--- src/inc/cacu_pkg.sv ---
/*
  Package for the cell converter correction unit: register map, field
  layout, reset values and timing counts.
  Assumes a 20 MHz system clock and an AXI4-Lite register bus.
*/
package cacu_pkg;

  localparam int          CLK_HZ        = 20_000_000;
  localparam int          PARK_DELAY_US = 100;
  localparam int          PARK_DELAY_CYC = (PARK_DELAY_US * (CLK_HZ / 1_000_000));

  localparam int          NUM_CELLS     = 16;
  localparam int          NUM_AUX       = 8;
  localparam int          RES_W         = 16;

  // Register byte addresses
  localparam logic [7:0]  ADDR_CELL_GAIN   = 8'h00;
  localparam logic [7:0]  ADDR_CELL_OFFSET = 8'h04;
  localparam logic [7:0]  ADDR_DEVICE_CONTROL_REG    = 8'h08;
  localparam logic [7:0]  ADDR_KEY_ONE     = 8'h0C;
  localparam logic [7:0]  ADDR_KEY_TWO     = 8'h10;
  localparam logic [7:0]  ADDR_CHAN_EN     = 8'h14;
  localparam logic [7:0]  ADDR_STATUS      = 8'h18;
  localparam logic [7:0]  ADDR_AUX_BASE    = 8'h20;

  // Control register fields
  localparam int          CTRL_PARK_BIT  = 0;
  localparam int          CTRL_NVWR_BIT  = 1;

  // Status register fields
  localparam int          STAT_PARK_ACT  = 0;
  localparam int          STAT_NV_BUSY   = 1;
  localparam int          STAT_MUX_LSB   = 4;

  localparam logic [15:0] KEY_ONE_VALUE  = 16'hA5A5;
  localparam logic [15:0] KEY_TWO_VALUE  = 16'h5A5A;
  localparam logic [15:0] CHAN_EN_RESET  = 16'hFFFF;

  localparam logic [1:0]  RESP_OKAY      = 2'h0;
  localparam logic [1:0]  RESP_SLVERR    = 2'h2;

  typedef enum {CACU_IDLE, CACU_DELAY, CACU_CONVERT} cacu_state_e;

endpackage

--- src/cacu_top.sv ---
/*
  Cell converter correction unit: mux parking, pre-sampling delay, user
  trims on cell and auxiliary results, nonvolatile save request, and an
  AXI4-Lite register slave.
  Assumes the converter core delivers raw results already corrected by the
  factory trims, one valid pulse per result, and that the nonvolatile store
  answers a save request with a done pulse.
*/
// Implementation choices: the register offsets and the AXI4-Lite interface to the registers.
`timescale 1ns/1ps
module cacu_top
  import cacu_pkg::*;
#(
  parameter int PARK_CYCLES = PARK_DELAY_CYC
)
(
  input  wire logic              CLK,
  input  wire logic              RST_N,
  // AXI4-Lite slave
  input  wire logic [7:0]        S_AXI_AWADDR,
  input  wire logic              S_AXI_AWVALID,
  output logic                   S_AXI_AWREADY,
  input  wire logic [31:0]       S_AXI_WDATA,
  input  wire logic [3:0]        S_AXI_WSTRB,
  input  wire logic              S_AXI_WVALID,
  output logic                   S_AXI_WREADY,
  output logic [1:0]             S_AXI_BRESP,
  output logic                   S_AXI_BVALID,
  input  wire logic              S_AXI_BREADY,
  input  wire logic [7:0]        S_AXI_ARADDR,
  input  wire logic              S_AXI_ARVALID,
  output logic                   S_AXI_ARREADY,
  output logic [31:0]            S_AXI_RDATA,
  output logic [1:0]             S_AXI_RRESP,
  output logic                   S_AXI_RVALID,
  input  wire logic              S_AXI_RREADY,
  // Converter side
  input  wire logic              SAMPLE_REQ,
  input  wire logic              SAMPLE_DONE,
  output logic                   SAMPLE_START,
  output logic [3:0]             MUX_SEL,
  input  wire logic              RAW_VALID,
  input  wire logic              RAW_IS_AUX,
  input  wire logic [3:0]        RAW_CHAN,
  input  wire logic [15:0]       RAW_DATA,
  output logic                   RES_VALID,
  output logic                   RES_IS_AUX,
  output logic [3:0]             RES_CHAN,
  output logic [15:0]            RES_DATA,
  // Nonvolatile store
  output logic                   NV_SAVE,
  input  wire logic              NV_DONE
);

  if (PARK_CYCLES < 1)
    $error("PARK_CYCLES must be at least one");

  localparam int CW = $clog2(PARK_CYCLES + 1);

  typedef struct packed {
    logic              awready;
    logic              wready;
    logic              aw_got;
    logic              w_got;
    logic [7:0]        aw_addr;
    logic [31:0]       w_data;
    logic [3:0]        w_strb;
    logic              bvalid;
    logic [1:0]        bresp;
    logic              arready;
    logic              rvalid;
    logic [31:0]       rdata;
    logic [1:0]        rresp;
    logic [7:0]        cell_gain_trim;
    logic [7:0]        cell_offset_trim;
    logic [NUM_AUX-1:0][15:0] aux_channel_offset_trim;
    logic [15:0]       unlock_key_one;
    logic [15:0]       unlock_key_two;
    logic [15:0]       chan_en;
    logic              parking_control_bit;
    logic              park_active;
    logic              nv_busy;
    logic              nv_save;
    cacu_state_e       state;
    logic [CW-1:0]     cnt;
    logic              sample_start;
    logic [3:0]        mux_sel;
    logic              res_valid;
    logic              res_is_aux;
    logic [3:0]        res_chan;
    logic [15:0]       res_data;
  } cacu_state_s;

  cacu_state_s st;
  cacu_state_s next_st;

  ////////////////////////////////////////////////////////////////////////////
  // Helpers

  function automatic logic [3:0] highest_enabled(input logic [15:0] en);
    logic [3:0] idx;
    idx = 4'hF;
    for (int i = 0; i < NUM_CELLS; i++)
      if (en[i])
        idx = 4'(i);
    return idx;
  endfunction

  function automatic logic [15:0] merge16(input logic [15:0] old,
                                          input logic [31:0] d,
                                          input logic [3:0]  s);
    logic [15:0] r;
    r = old;
    if (s[0])
      r[7:0] = d[7:0];
    if (s[1])
      r[15:8] = d[15:8];
    return r;
  endfunction

  // Clamp to unsigned 16-bit range instead of wrapping
  function automatic logic [15:0] clamp16(input logic signed [19:0] v);
    logic [15:0] r;
    if (v < 0)
      r = 16'h0000;
    else if (v > 20'sh0FFFF)
      r = 16'hFFFF;
    else
      r = v[15:0];
    return r;
  endfunction

  ////////////////////////////////////////////////////////////////////////////
  // Correction datapath and next state

  logic signed [25:0] gain_prod;
  logic signed [19:0] cell_sum;
  logic signed [19:0] aux_sum;
  logic [15:0]        aux_reg;
  logic               wr_fire;
  logic               rd_fire;
  logic [31:0]        rd_val;
  logic               rd_ok;
  logic               wr_ok;
  logic [15:0]        wv;
  logic               keys_ok;

  always_comb
  begin
    // Scaled by input/full-scale: trim * raw / 2^16
    gain_prod = $signed(st.cell_gain_trim) * $signed({1'b0, RAW_DATA});
    cell_sum  = $signed({4'h0, RAW_DATA})
              + 20'(gain_prod >>> 16)
              + 20'($signed(st.cell_offset_trim));
    aux_reg   = st.aux_channel_offset_trim[RAW_CHAN[2:0]];
    aux_sum   = $signed({4'h0, RAW_DATA})
              + 20'($signed(aux_reg[9:0]));
    next_st = st;
    wv      = '0;
    wr_ok   = 1'b0;
    rd_ok   = 1'b1;
    rd_val  = '0;
    keys_ok = (st.unlock_key_one == KEY_ONE_VALUE) && (st.unlock_key_two == KEY_TWO_VALUE);

    // Write channel: address and data may come in either order
    if (S_AXI_AWVALID && st.awready)
    begin
      next_st.aw_got  = 1'b1;
      next_st.aw_addr = S_AXI_AWADDR;
      next_st.awready = 1'b0;
    end
    if (S_AXI_WVALID && st.wready)
    begin
      next_st.w_got  = 1'b1;
      next_st.w_data = S_AXI_WDATA;
      next_st.w_strb = S_AXI_WSTRB;
      next_st.wready = 1'b0;
    end
    wr_fire = st.aw_got && st.w_got && !st.bvalid;
    if (wr_fire)
    begin
      wr_ok = 1'b1;
      if (st.aw_addr[7:5] == ADDR_AUX_BASE[7:5] && st.aw_addr[1:0] == 2'h0)
      begin
        wv = merge16(st.aux_channel_offset_trim[st.aw_addr[4:2]], st.w_data, st.w_strb);
        next_st.aux_channel_offset_trim[st.aw_addr[4:2]] = wv;
      end
      else
        unique case (st.aw_addr)
          ADDR_CELL_GAIN:
            if (st.w_strb[0])
              next_st.cell_gain_trim = st.w_data[7:0];
          ADDR_CELL_OFFSET:
            if (st.w_strb[0])
              next_st.cell_offset_trim = st.w_data[7:0];
          ADDR_KEY_ONE:
            next_st.unlock_key_one = merge16(st.unlock_key_one, st.w_data, st.w_strb);
          ADDR_KEY_TWO:
            next_st.unlock_key_two = merge16(st.unlock_key_two, st.w_data, st.w_strb);
          ADDR_CHAN_EN:
            next_st.chan_en = merge16(st.chan_en, st.w_data, st.w_strb);
          ADDR_DEVICE_CONTROL_REG:
            if (st.w_strb[0])
            begin
              next_st.parking_control_bit = st.w_data[CTRL_PARK_BIT];
              // Save only with both keys loaded; keys are consumed
              if (st.w_data[CTRL_NVWR_BIT] && keys_ok && !st.nv_busy)
              begin
                next_st.nv_busy        = 1'b1;
                next_st.nv_save        = 1'b1;
                next_st.unlock_key_one = '0;
                next_st.unlock_key_two = '0;
              end
            end
          ADDR_STATUS: ;
          default:
            wr_ok = 1'b0;
        endcase
      next_st.bvalid = 1'b1;
      next_st.bresp  = wr_ok ? RESP_OKAY : RESP_SLVERR;
      next_st.aw_got = 1'b0;
      next_st.w_got  = 1'b0;
    end
    if (st.bvalid && S_AXI_BREADY)
    begin
      next_st.bvalid  = 1'b0;
      next_st.awready = 1'b1;
      next_st.wready  = 1'b1;
    end

    // Read channel
    rd_fire = S_AXI_ARVALID && st.arready;
    if (S_AXI_ARADDR[7:5] == ADDR_AUX_BASE[7:5] && S_AXI_ARADDR[1:0] == 2'h0)
      rd_val = {16'h0000, st.aux_channel_offset_trim[S_AXI_ARADDR[4:2]]};
    else
      unique case (S_AXI_ARADDR)
        ADDR_CELL_GAIN:   rd_val = {24'h000000, st.cell_gain_trim};
        ADDR_CELL_OFFSET: rd_val = {24'h000000, st.cell_offset_trim};
        ADDR_DEVICE_CONTROL_REG:    rd_val = {31'h00000000, st.parking_control_bit};
        ADDR_KEY_ONE:     rd_val = {16'h0000, st.unlock_key_one};
        ADDR_KEY_TWO:     rd_val = {16'h0000, st.unlock_key_two};
        ADDR_CHAN_EN:     rd_val = {16'h0000, st.chan_en};
        ADDR_STATUS:
        begin
          rd_val[STAT_PARK_ACT]              = st.park_active;
          rd_val[STAT_NV_BUSY]               = st.nv_busy;
          rd_val[STAT_MUX_LSB+3:STAT_MUX_LSB] = st.mux_sel;
        end
        default:          rd_ok = 1'b0;
      endcase
    if (rd_fire)
    begin
      next_st.arready = 1'b0;
      next_st.rvalid  = 1'b1;
      next_st.rdata   = rd_val;
      next_st.rresp   = rd_ok ? RESP_OKAY : RESP_SLVERR;
    end
    if (st.rvalid && S_AXI_RREADY)
    begin
      next_st.rvalid  = 1'b0;
      next_st.arready = 1'b1;
    end

    // Nonvolatile save handshake
    next_st.nv_save = next_st.nv_save && !st.nv_save;
    if (st.nv_busy && NV_DONE)
      next_st.nv_busy = 1'b0;

    // Sampling sequencer
    next_st.sample_start = 1'b0;
    unique case (st.state)
      CACU_IDLE:
      begin
        next_st.mux_sel = highest_enabled(st.chan_en);
        if (SAMPLE_REQ)
        begin
          if (st.park_active)
          begin
            next_st.state = CACU_DELAY;
            next_st.cnt   = CW'(PARK_CYCLES - 1);
          end
          else
          begin
            next_st.state        = CACU_CONVERT;
            next_st.sample_start = 1'b1;
          end
        end
      end
      CACU_DELAY:
        if (st.cnt == '0)
        begin
          next_st.state        = CACU_CONVERT;
          next_st.sample_start = 1'b1;
        end
        else
          next_st.cnt = st.cnt - 1'b1;
      CACU_CONVERT:
        if (SAMPLE_DONE)
          next_st.state = CACU_IDLE;
    endcase

    // Parking setting latches only once a sample completes
    if (SAMPLE_DONE)
      next_st.park_active = st.parking_control_bit;

    // Result output
    next_st.res_valid  = RAW_VALID;
    next_st.res_is_aux = RAW_IS_AUX;
    next_st.res_chan   = RAW_CHAN;
    if (RAW_VALID)
      next_st.res_data = RAW_IS_AUX ? clamp16(aux_sum) : clamp16(cell_sum);
  end

  ////////////////////////////////////////////////////////////////////////////
  // State register

  always_ff @(posedge CLK)
  begin
    if (!RST_N)
    begin
      st         <= '0;
      st.awready <= 1'b1;
      st.wready  <= 1'b1;
      st.arready <= 1'b1;
      st.chan_en <= CHAN_EN_RESET;
      st.mux_sel <= 4'hF;
      st.state   <= CACU_IDLE;
    end
    else
      st <= next_st;
  end

  assign S_AXI_AWREADY = st.awready;
  assign S_AXI_WREADY  = st.wready;
  assign S_AXI_BVALID  = st.bvalid;
  assign S_AXI_BRESP   = st.bresp;
  assign S_AXI_ARREADY = st.arready;
  assign S_AXI_RVALID  = st.rvalid;
  assign S_AXI_RDATA   = st.rdata;
  assign S_AXI_RRESP   = st.rresp;
  assign SAMPLE_START  = st.sample_start;
  assign MUX_SEL       = st.mux_sel;
  assign RES_VALID     = st.res_valid;
  assign RES_IS_AUX    = st.res_is_aux;
  assign RES_CHAN      = st.res_chan;
  assign RES_DATA      = st.res_data;
  assign NV_SAVE       = st.nv_save;

endmodule

--- config.mk ---
export PLATFORM = sky130hd
export DESIGN_NAME = cacu_top
export DESIGN_NICKNAME = d
export VERILOG_FILES = /design/src/inc/cacu_pkg.sv /design/src/cacu_top.sv
export SDC_FILE = /design/constraint.sdc
export NUM_CORES = 1
export LEC_CHECK = 0
export ABC_AREA = 0
export ABC_CLOCK_PERIOD_IN_PS = 10000
export BUFFER_PORTS_ARGS = -buffer_cell sky130_fd_sc_hd__buf_2
export CAP_MARGIN = 25
export CORE_MARGIN = 3
export CORE_UTILIZATION = 55
export CTS_CLUSTER_SIZE = 14
export DETAILED_ROUTE_END_ITERATION = 16
export PLACE_DENSITY = 0.74
export SYNTH_ARGS = -nofsm -noshare
export SYNTH_HDL_FRONTEND = slang
export SYNTH_SLANG_ARGS = --single-unit
--- constraint.sdc ---
create_clock -name CLK -period 10 [get_ports CLK]
set_input_delay 0.5 -clock CLK [delete_from_list [all_inputs] [get_ports CLK]]
set_output_delay 0.5 -clock CLK [all_outputs]
set_load 0.02 [all_outputs]
==> run metrics, run 1 <==
Yosys Warn Count 0; Peak Freq 0.113 GHz; Core Util, Final 60.9%; Crit. End Element flop; Max-cap violations 0; crit path time final 8.84 ns; Worst Setup Path Type flop to flop; post-CTS setup buffer count 0; Cells after Synth 2356; gpl congestion 0.876; antenna violations before repair 0; worst endpoint required time 10.43 ns; Tcrit/Tclk final 88.4%; H-tree Lvls 1; reg-to-reg endpoint RES_DATA[13]; post-synthesis mux area share 13.6%; Fin Hold WS 0.146 ns; worst reg2reg path depth 26; hold buffers post-CTS 0; Layout Skew 0.0143 ns; most frequent cells in the layout 444 x nand2_1, 285 x dfxtp_1, 247 x a21oi_1; Leak Pwr 9.12 nW; status completed; Startpoint Class flop; Rows 69; clock root buffer clkbuf_16; Post-Synth XOR/XNOR Area 1.67%; Reg clk slew, reported paths 0.06 ns; register cell area after layout 0.00575 mm²; Tightest Hold Check Type input port to flop; crit path DAT 9.27 ns; Mapped Area 0.0204 mm²; simple-gate share of the synthesized area 18.4%; Starting Density 56.7%; hold-critical path depth 2; vias per inst 6.22; worst hold endpoint RES_CHAN[3]; first-pass GRT wire length 93.1 mm; Worst Max-Slew Pin Slew 1.16 ns; Area contributors post-synth dfxtp_1 28%, fa_1 10%, mux4_2 9.3%; final hold violations 0; most common cell after layout, fill and taps aside nand2_1; 1st-iter DRT viols 1722; drc violations 0; CTS sink count 287; Pwr Total 2.65 mW; reg2reg start st[264]; number of synthesized flops with an enable pin 0; register-to-register setup slack 1.16 ns; Primary FF master, synth dfxtp_1; peak supply drop 121 µV; post-synthesis adder-cell area fraction 15.9%; DIE AREA 0.0395 mm²; core area 0.0361 mm²; Routed Antenna Nets 0; drt wl/cell 20.9 µm; post-CTS resize count 0; RSZ-0062 raised after global routing no; Die X 199 µm; Buffers on Ports 116; vias in the first global route 17400; Total Routing Usage GR 29.5%; DP Wirelength 40.6 mm; area of the multi-input gates 0.0132 mm²; I/O pins 153; final setup violation count 0; sequential fraction of the synthesis area 28.1%; # fillers 3088; largest family of logic cells by synthesized area simple AND/OR/NAND/NOR gates; largest net degree at the start of global routing 96; hold path start RAW_CHAN[3]; crit-path max FO 18; ys async rst share 0%; area growth from synthesis to layout 7.46%; layout cell share with drive strength beyond 1 13.4%; Compound-Gate Fraction of Synth Area 14.7%; DRT Pass-1 Iters 6; Seq cells post-synth 287; worst skew pair latency 0.56 ns; CTS max path bufs 3; Yosys top cell by area dfxtp_1; Slew Viols, Final 0; Antenna Cells 0; grt ovf 0; WL final 59.4 mm; Nets 2640; PwrDens 121 mW/mm²; headroom to the max-slew limit 22.8%; Die Ht 199 µm; CTS tree built; setup TNS 0 ns; Syn Area/Cell 8.68 µm²; CTS Buf Count 30; count of different cell masters after synthesis 83; DR vias 17700; Synth top area share 28.1%
-- worst max-delay path by stage --
stage	startpoint	to	depth (start not counted)
final	st[264]	RES_DATA[13]	26
after global routing	st[264]	RES_DATA[8]	28
after CTS	st[264]	RES_DATA[8]	27
after detailed placement	st[264]	RES_DATA[8]	27
after global placement	st[264]	RES_DATA[13]	27
after floorplan	st[265]	RES_DATA[8]	27
-- power breakdown --
group          switching, mW  internal, mW
sequential            0.0279          1.16
clock                  0.480         0.745
combinational          0.159        0.0738
-- cells in the mapped netlist (11+ instances only) --
master and count:
a211oi_1 13, a21o_1 13, a21oi_1 247, a22oi_1 31, a31oi_1 18, and2_1 112, and3_1 11, buf_1 13
buf_2 20, buf_4 60, clkbuf_1 85, dfxtp_1 287, fa_1 102, ha_1 97, inv_1 150, mux2_2 17
mux2i_1 70, mux4_2 84, nand2_1 444, nand2b_1 14, nand3_1 43, nor2_1 111, nor2b_1 11, nor3_1 22
o21ai_0 65, o21ai_1 17, o31ai_1 17, xnor2_1 23, xor2_1 16
-- state kept, by name (all words and copies together) (netlist names) --
register,flops
SAMPLE_START,1
NV_SAVE,1
S_AXI_BRESP,1
S_AXI_WREADY,1
RES_DATA,16
RES_IS_AUX,1
RES_CHAN,4
RES_VALID,1
S_AXI_RDATA,16
S_AXI_RRESP,1
MUX_SEL,4
S_AXI_BVALID,1
st,236
S_AXI_RVALID,1
S_AXI_ARREADY,1
S_AXI_AWREADY,1
-- critical path, stage by stage (launching register included) --
cell and delay, ns:
dfxtp_1 0.83, and2_1 0.27, fa_1 0.45, fa_1 0.53, fa_1 0.55, inv_1 0.06, fa_1 0.55, inv_1 0.05
ha_1 0.30, a22o_1 0.21, o41a_1 0.39, a31oi_1 0.36, o21ai_0 0.30, a211o_1 0.36, a21o_1 0.22, xor2_1 0.14
buf_4 0.19, fa_1 0.44, ha_1 0.39, a211o_1 0.38, a2111oi_4 0.33, or2_1 0.17, a31oi_1 0.10, or4_4 0.65
and2_4 0.19, o31ai_1 0.23, o21ai_1 0.08
-- layer usage --
| layer | global-route usage (%) | vias up | part of all wire, % |
|---|---|---|---|
| met2 | 49.2 | 826 | 47 |
| met3 | 3.61 | 153 | 8.6 |
| li1 | - | 8091 | - |
| met1 | 39.3 | 8598 | 40 |
| met4 | 11.9 | 0 | 3.9 |
| met5 | 0 | - | 0 |
-- per-stage QoR --
stage	cells	instance area [µm²]	setup slack, ns
6_report	2841	22000	1.16
4_1_cts	2837	21900	1.26
2_1_floorplan	2373	20500	1.73
3_5_place_dp	2782	20800	1.28
5_1_grt	2841	22000	0.813
3_3_place_gp	2782	20800	1.39
-- cell families (layout without fill, tap and decap cells) --
kind of cell               after synthesis  after routing
AOI/OAI and AO/OA                      499            499
xor gates and xnor gates                39             39
adders and majority gates              199            199
buffers and inverters                  335            342
DFF                                    287            287
muxes                                  171            171
other                                    1             18
and+or+nand+nor                        825            825
-- final cells by class --
type                       count  share of cell area [%]
sequential                   287                    26.2
clock inverter                15                   0.974
clock buffer                  40                    4.00
multi-input combinational   1751                    60.3
timing repair buffer         136                    3.38
inverter                     151                    2.60
tap                          461                    2.62
(Power assumes the default switching activity.)
==> run 2, diff against run 1 <==
- BUFFER_PORTS_ARGS: -buffer_cell sky130_fd_sc_hd__buf_2 -> not set
- CORE_UTILIZATION: 55 -> 49
- DONT_BUFFER_PORTS: not set -> 1
- PLACE_DENSITY: 0.74 -> not set
==> run metrics, run 2 (synthesis results as in run 1) <==
Startpoint Class flop (unchanged); DP Wirelength 41.9 mm (was 40.6 mm); Peak Freq 0.113 GHz (about the same); Crit-path slowest cell dfxtp_1 (unchanged); RSZ-0062 raised after global routing no (unchanged); Buffers on Ports 0 (was 116); crit-path max FO 18 (unchanged); Antenna Cells 0 (unchanged); Clock power frac 47.8% (was 46.2%); Tcrit/Tclk final 88.1% (was 88.4%); PwrDens 121 mW/mm² (about the same); peak supply drop 140 µV (was 121 µV); crit path time final 8.81 ns (was 8.84 ns); headroom to the max-slew limit 25.3% (was 22.8%); Crit. End Element flop (unchanged); Max-cap violations 0 (unchanged); CTS sink count 287 (unchanged); switching part of the total 24.8% (was 25.2%); area growth from synthesis to layout 5.47% (was 7.46%); P_sw 0.648 mW (was 0.667 mW); worst endpoint required time 10.40 ns (was 10.43 ns); Slew Viols, Final 0 (unchanged); largest net degree at the start of global routing 103 (was 96); Leak Pwr 8.64 nW (was 9.12 nW); gpl congestion 0.864 (was 0.876); DIE AREA 0.0442 mm² (was 0.0395 mm²); DR vias 16900 (was 17700); # fillers 3845 (was 3088); Reg clk slew, reported paths 0.06 ns (about the same); crit path DAT 9.21 ns (was 9.27 ns); DP Area 0.0204 mm² (was 0.0208 mm²); most used cell, CP fa_1 (unchanged); final setup violation count 0 (unchanged); CTS tree built (unchanged); Total Routing Usage GR 27.2% (was 29.5%); Die X 210 µm (was 199 µm); Final Instance Area 0.0216 mm² (was 0.0220 mm²); post-CTS setup buffer count 0 (unchanged); first-pass GRT wire length 94.4 mm (was 93.1 mm); vias in the first global route 16500 (was 17400); Int Pwr 1.96 mW (was 1.98 mW); DRT Pass-1 Iters 5 (was 6); CTS Buf Count 34 (was 30); worst skew pair latency 0.52 ns (was 0.56 ns); layout cell share with drive strength beyond 1 9.03% (was 13.4%); post-CTS resize count 0 (unchanged); Nets 2528 (was 2640); drc violations 0 (unchanged); WL final 61.0 mm (was 59.4 mm); grt ovf 0 (unchanged); antenna violations before repair 0 (unchanged); vias per inst 6.02 (was 6.22); most frequent cells in the layout 444 x nand2_1, 285 x dfxtp_1, 247 x a21oi_1 (unchanged); setup TNS 0 ns (unchanged); I/O pins 153 (unchanged); max reg flops 236 (unchanged); 1st-iter DRT viols 1296 (was 1722); Routed Antenna Nets 0 (unchanged); hold buffers post-CTS 0 (unchanged); clock root buffer clkbuf_16 (unchanged); Die Ht 210 µm (was 199 µm); Tightest Hold Check Type input port to flop (unchanged); Biggest register st (unchanged); Worst Setup Path Type flop to flop (unchanged); drt wl/cell 21.8 µm (was 20.9 µm); status completed (unchanged); CTS max path bufs 3 (unchanged); final hold violations 0 (unchanged); core area 0.0410 mm² (was 0.0361 mm²); Starting Density 49.9% (was 56.7%); Layout Skew 0.0215 ns (was 0.0143 ns); Worst Max-Slew Pin Slew 1.12 ns (was 1.16 ns); H-tree Lvls 2 (was 1); Rows 74 (was 69); Comb pwr share 5.9% (was 8.8%); most common cell after layout, fill and taps aside nand2_1 (unchanged); register share of total power 46.3% (was 44.9%); Slowest Stage Delay on Critical Path 0.82 ns (was 0.83 ns); CP delay by family, top adder cells (unchanged); CP Buf/Inv Count 3 (unchanged)
## run 2: cell types whose count changed in the layout (fill, tap and decap cells not counted), moves of 2 or more
cell,previous run,this run
nor3_2,3,1
nor3_4,1,3
clkbuf_16,31,35
buf_8,1,5
bufinv_16,5,2
buf_4,16,12
clkbuf_1,2,5
buf_2,117,0
## run 2: final timing paths
check,startpoint,endpoint,slack [ns],depth (start not counted)
max,st[264],RES_DATA[8],1.19,26
min,RST_N,st[83],0.04,1
max reg2reg,st[264],RES_DATA[8],1.19,26
min reg2reg,st[252],st[252],0.46,2
## run 2: layout make-up
| type | instances | area, µm² | area share [%] |
|---|---|---|---|
| Inverter | 151 | 572 | 2.65 |
| Tap cell | 532 | 666 | 3.09 |
| Timing Repair Buffer | 20 | 215 | 0.998 |
| Clock buffer | 46 | 977 | 4.53 |
| Sequential cell | 287 | 5750 | 26.7 |
| Clock inverter | 14 | 136 | 0.632 |
| Multi-Input combinational cell | 1751 | 13300 | 61.5 |
## run 2: metal layers
metal | share of wire, % | track usage, %
met1 | 42 | 35.7
met5 | 0 | 0
met4 | 3.4 | 9.44
met3 | 7.0 | 4.42
met2 | 47 | 45.7
## run 2: per-stage QoR
stage               std cells  util (%)  total power, mW  setup WS (ns)  hold WS [ns]
CTS                      2797      52.4             2.63           1.18        0.0367
global placement         2733      49.6             1.38           1.32         0.438
floorplan                2373         -             1.37           1.73         0.432
detailed placement       2737      49.7             1.38           1.21         0.446
finish                   2801      52.6             2.61           1.19        0.0440
global route             2801      52.6             2.69          0.751        0.0389
## run 2: power by group through the flow
stage | clock, mW | combinational (mW) | sequential [mW]
2_1_floorplan | 0 | 0.174 | 1.20
3_3_place_gp | 0 | 0.150 | 1.23
3_5_place_dp | 0 | 0.152 | 1.23
4_1_cts | 1.27 | 0.152 | 1.21
5_1_grt | 1.31 | 0.170 | 1.21
6_report | 1.25 | 0.155 | 1.21
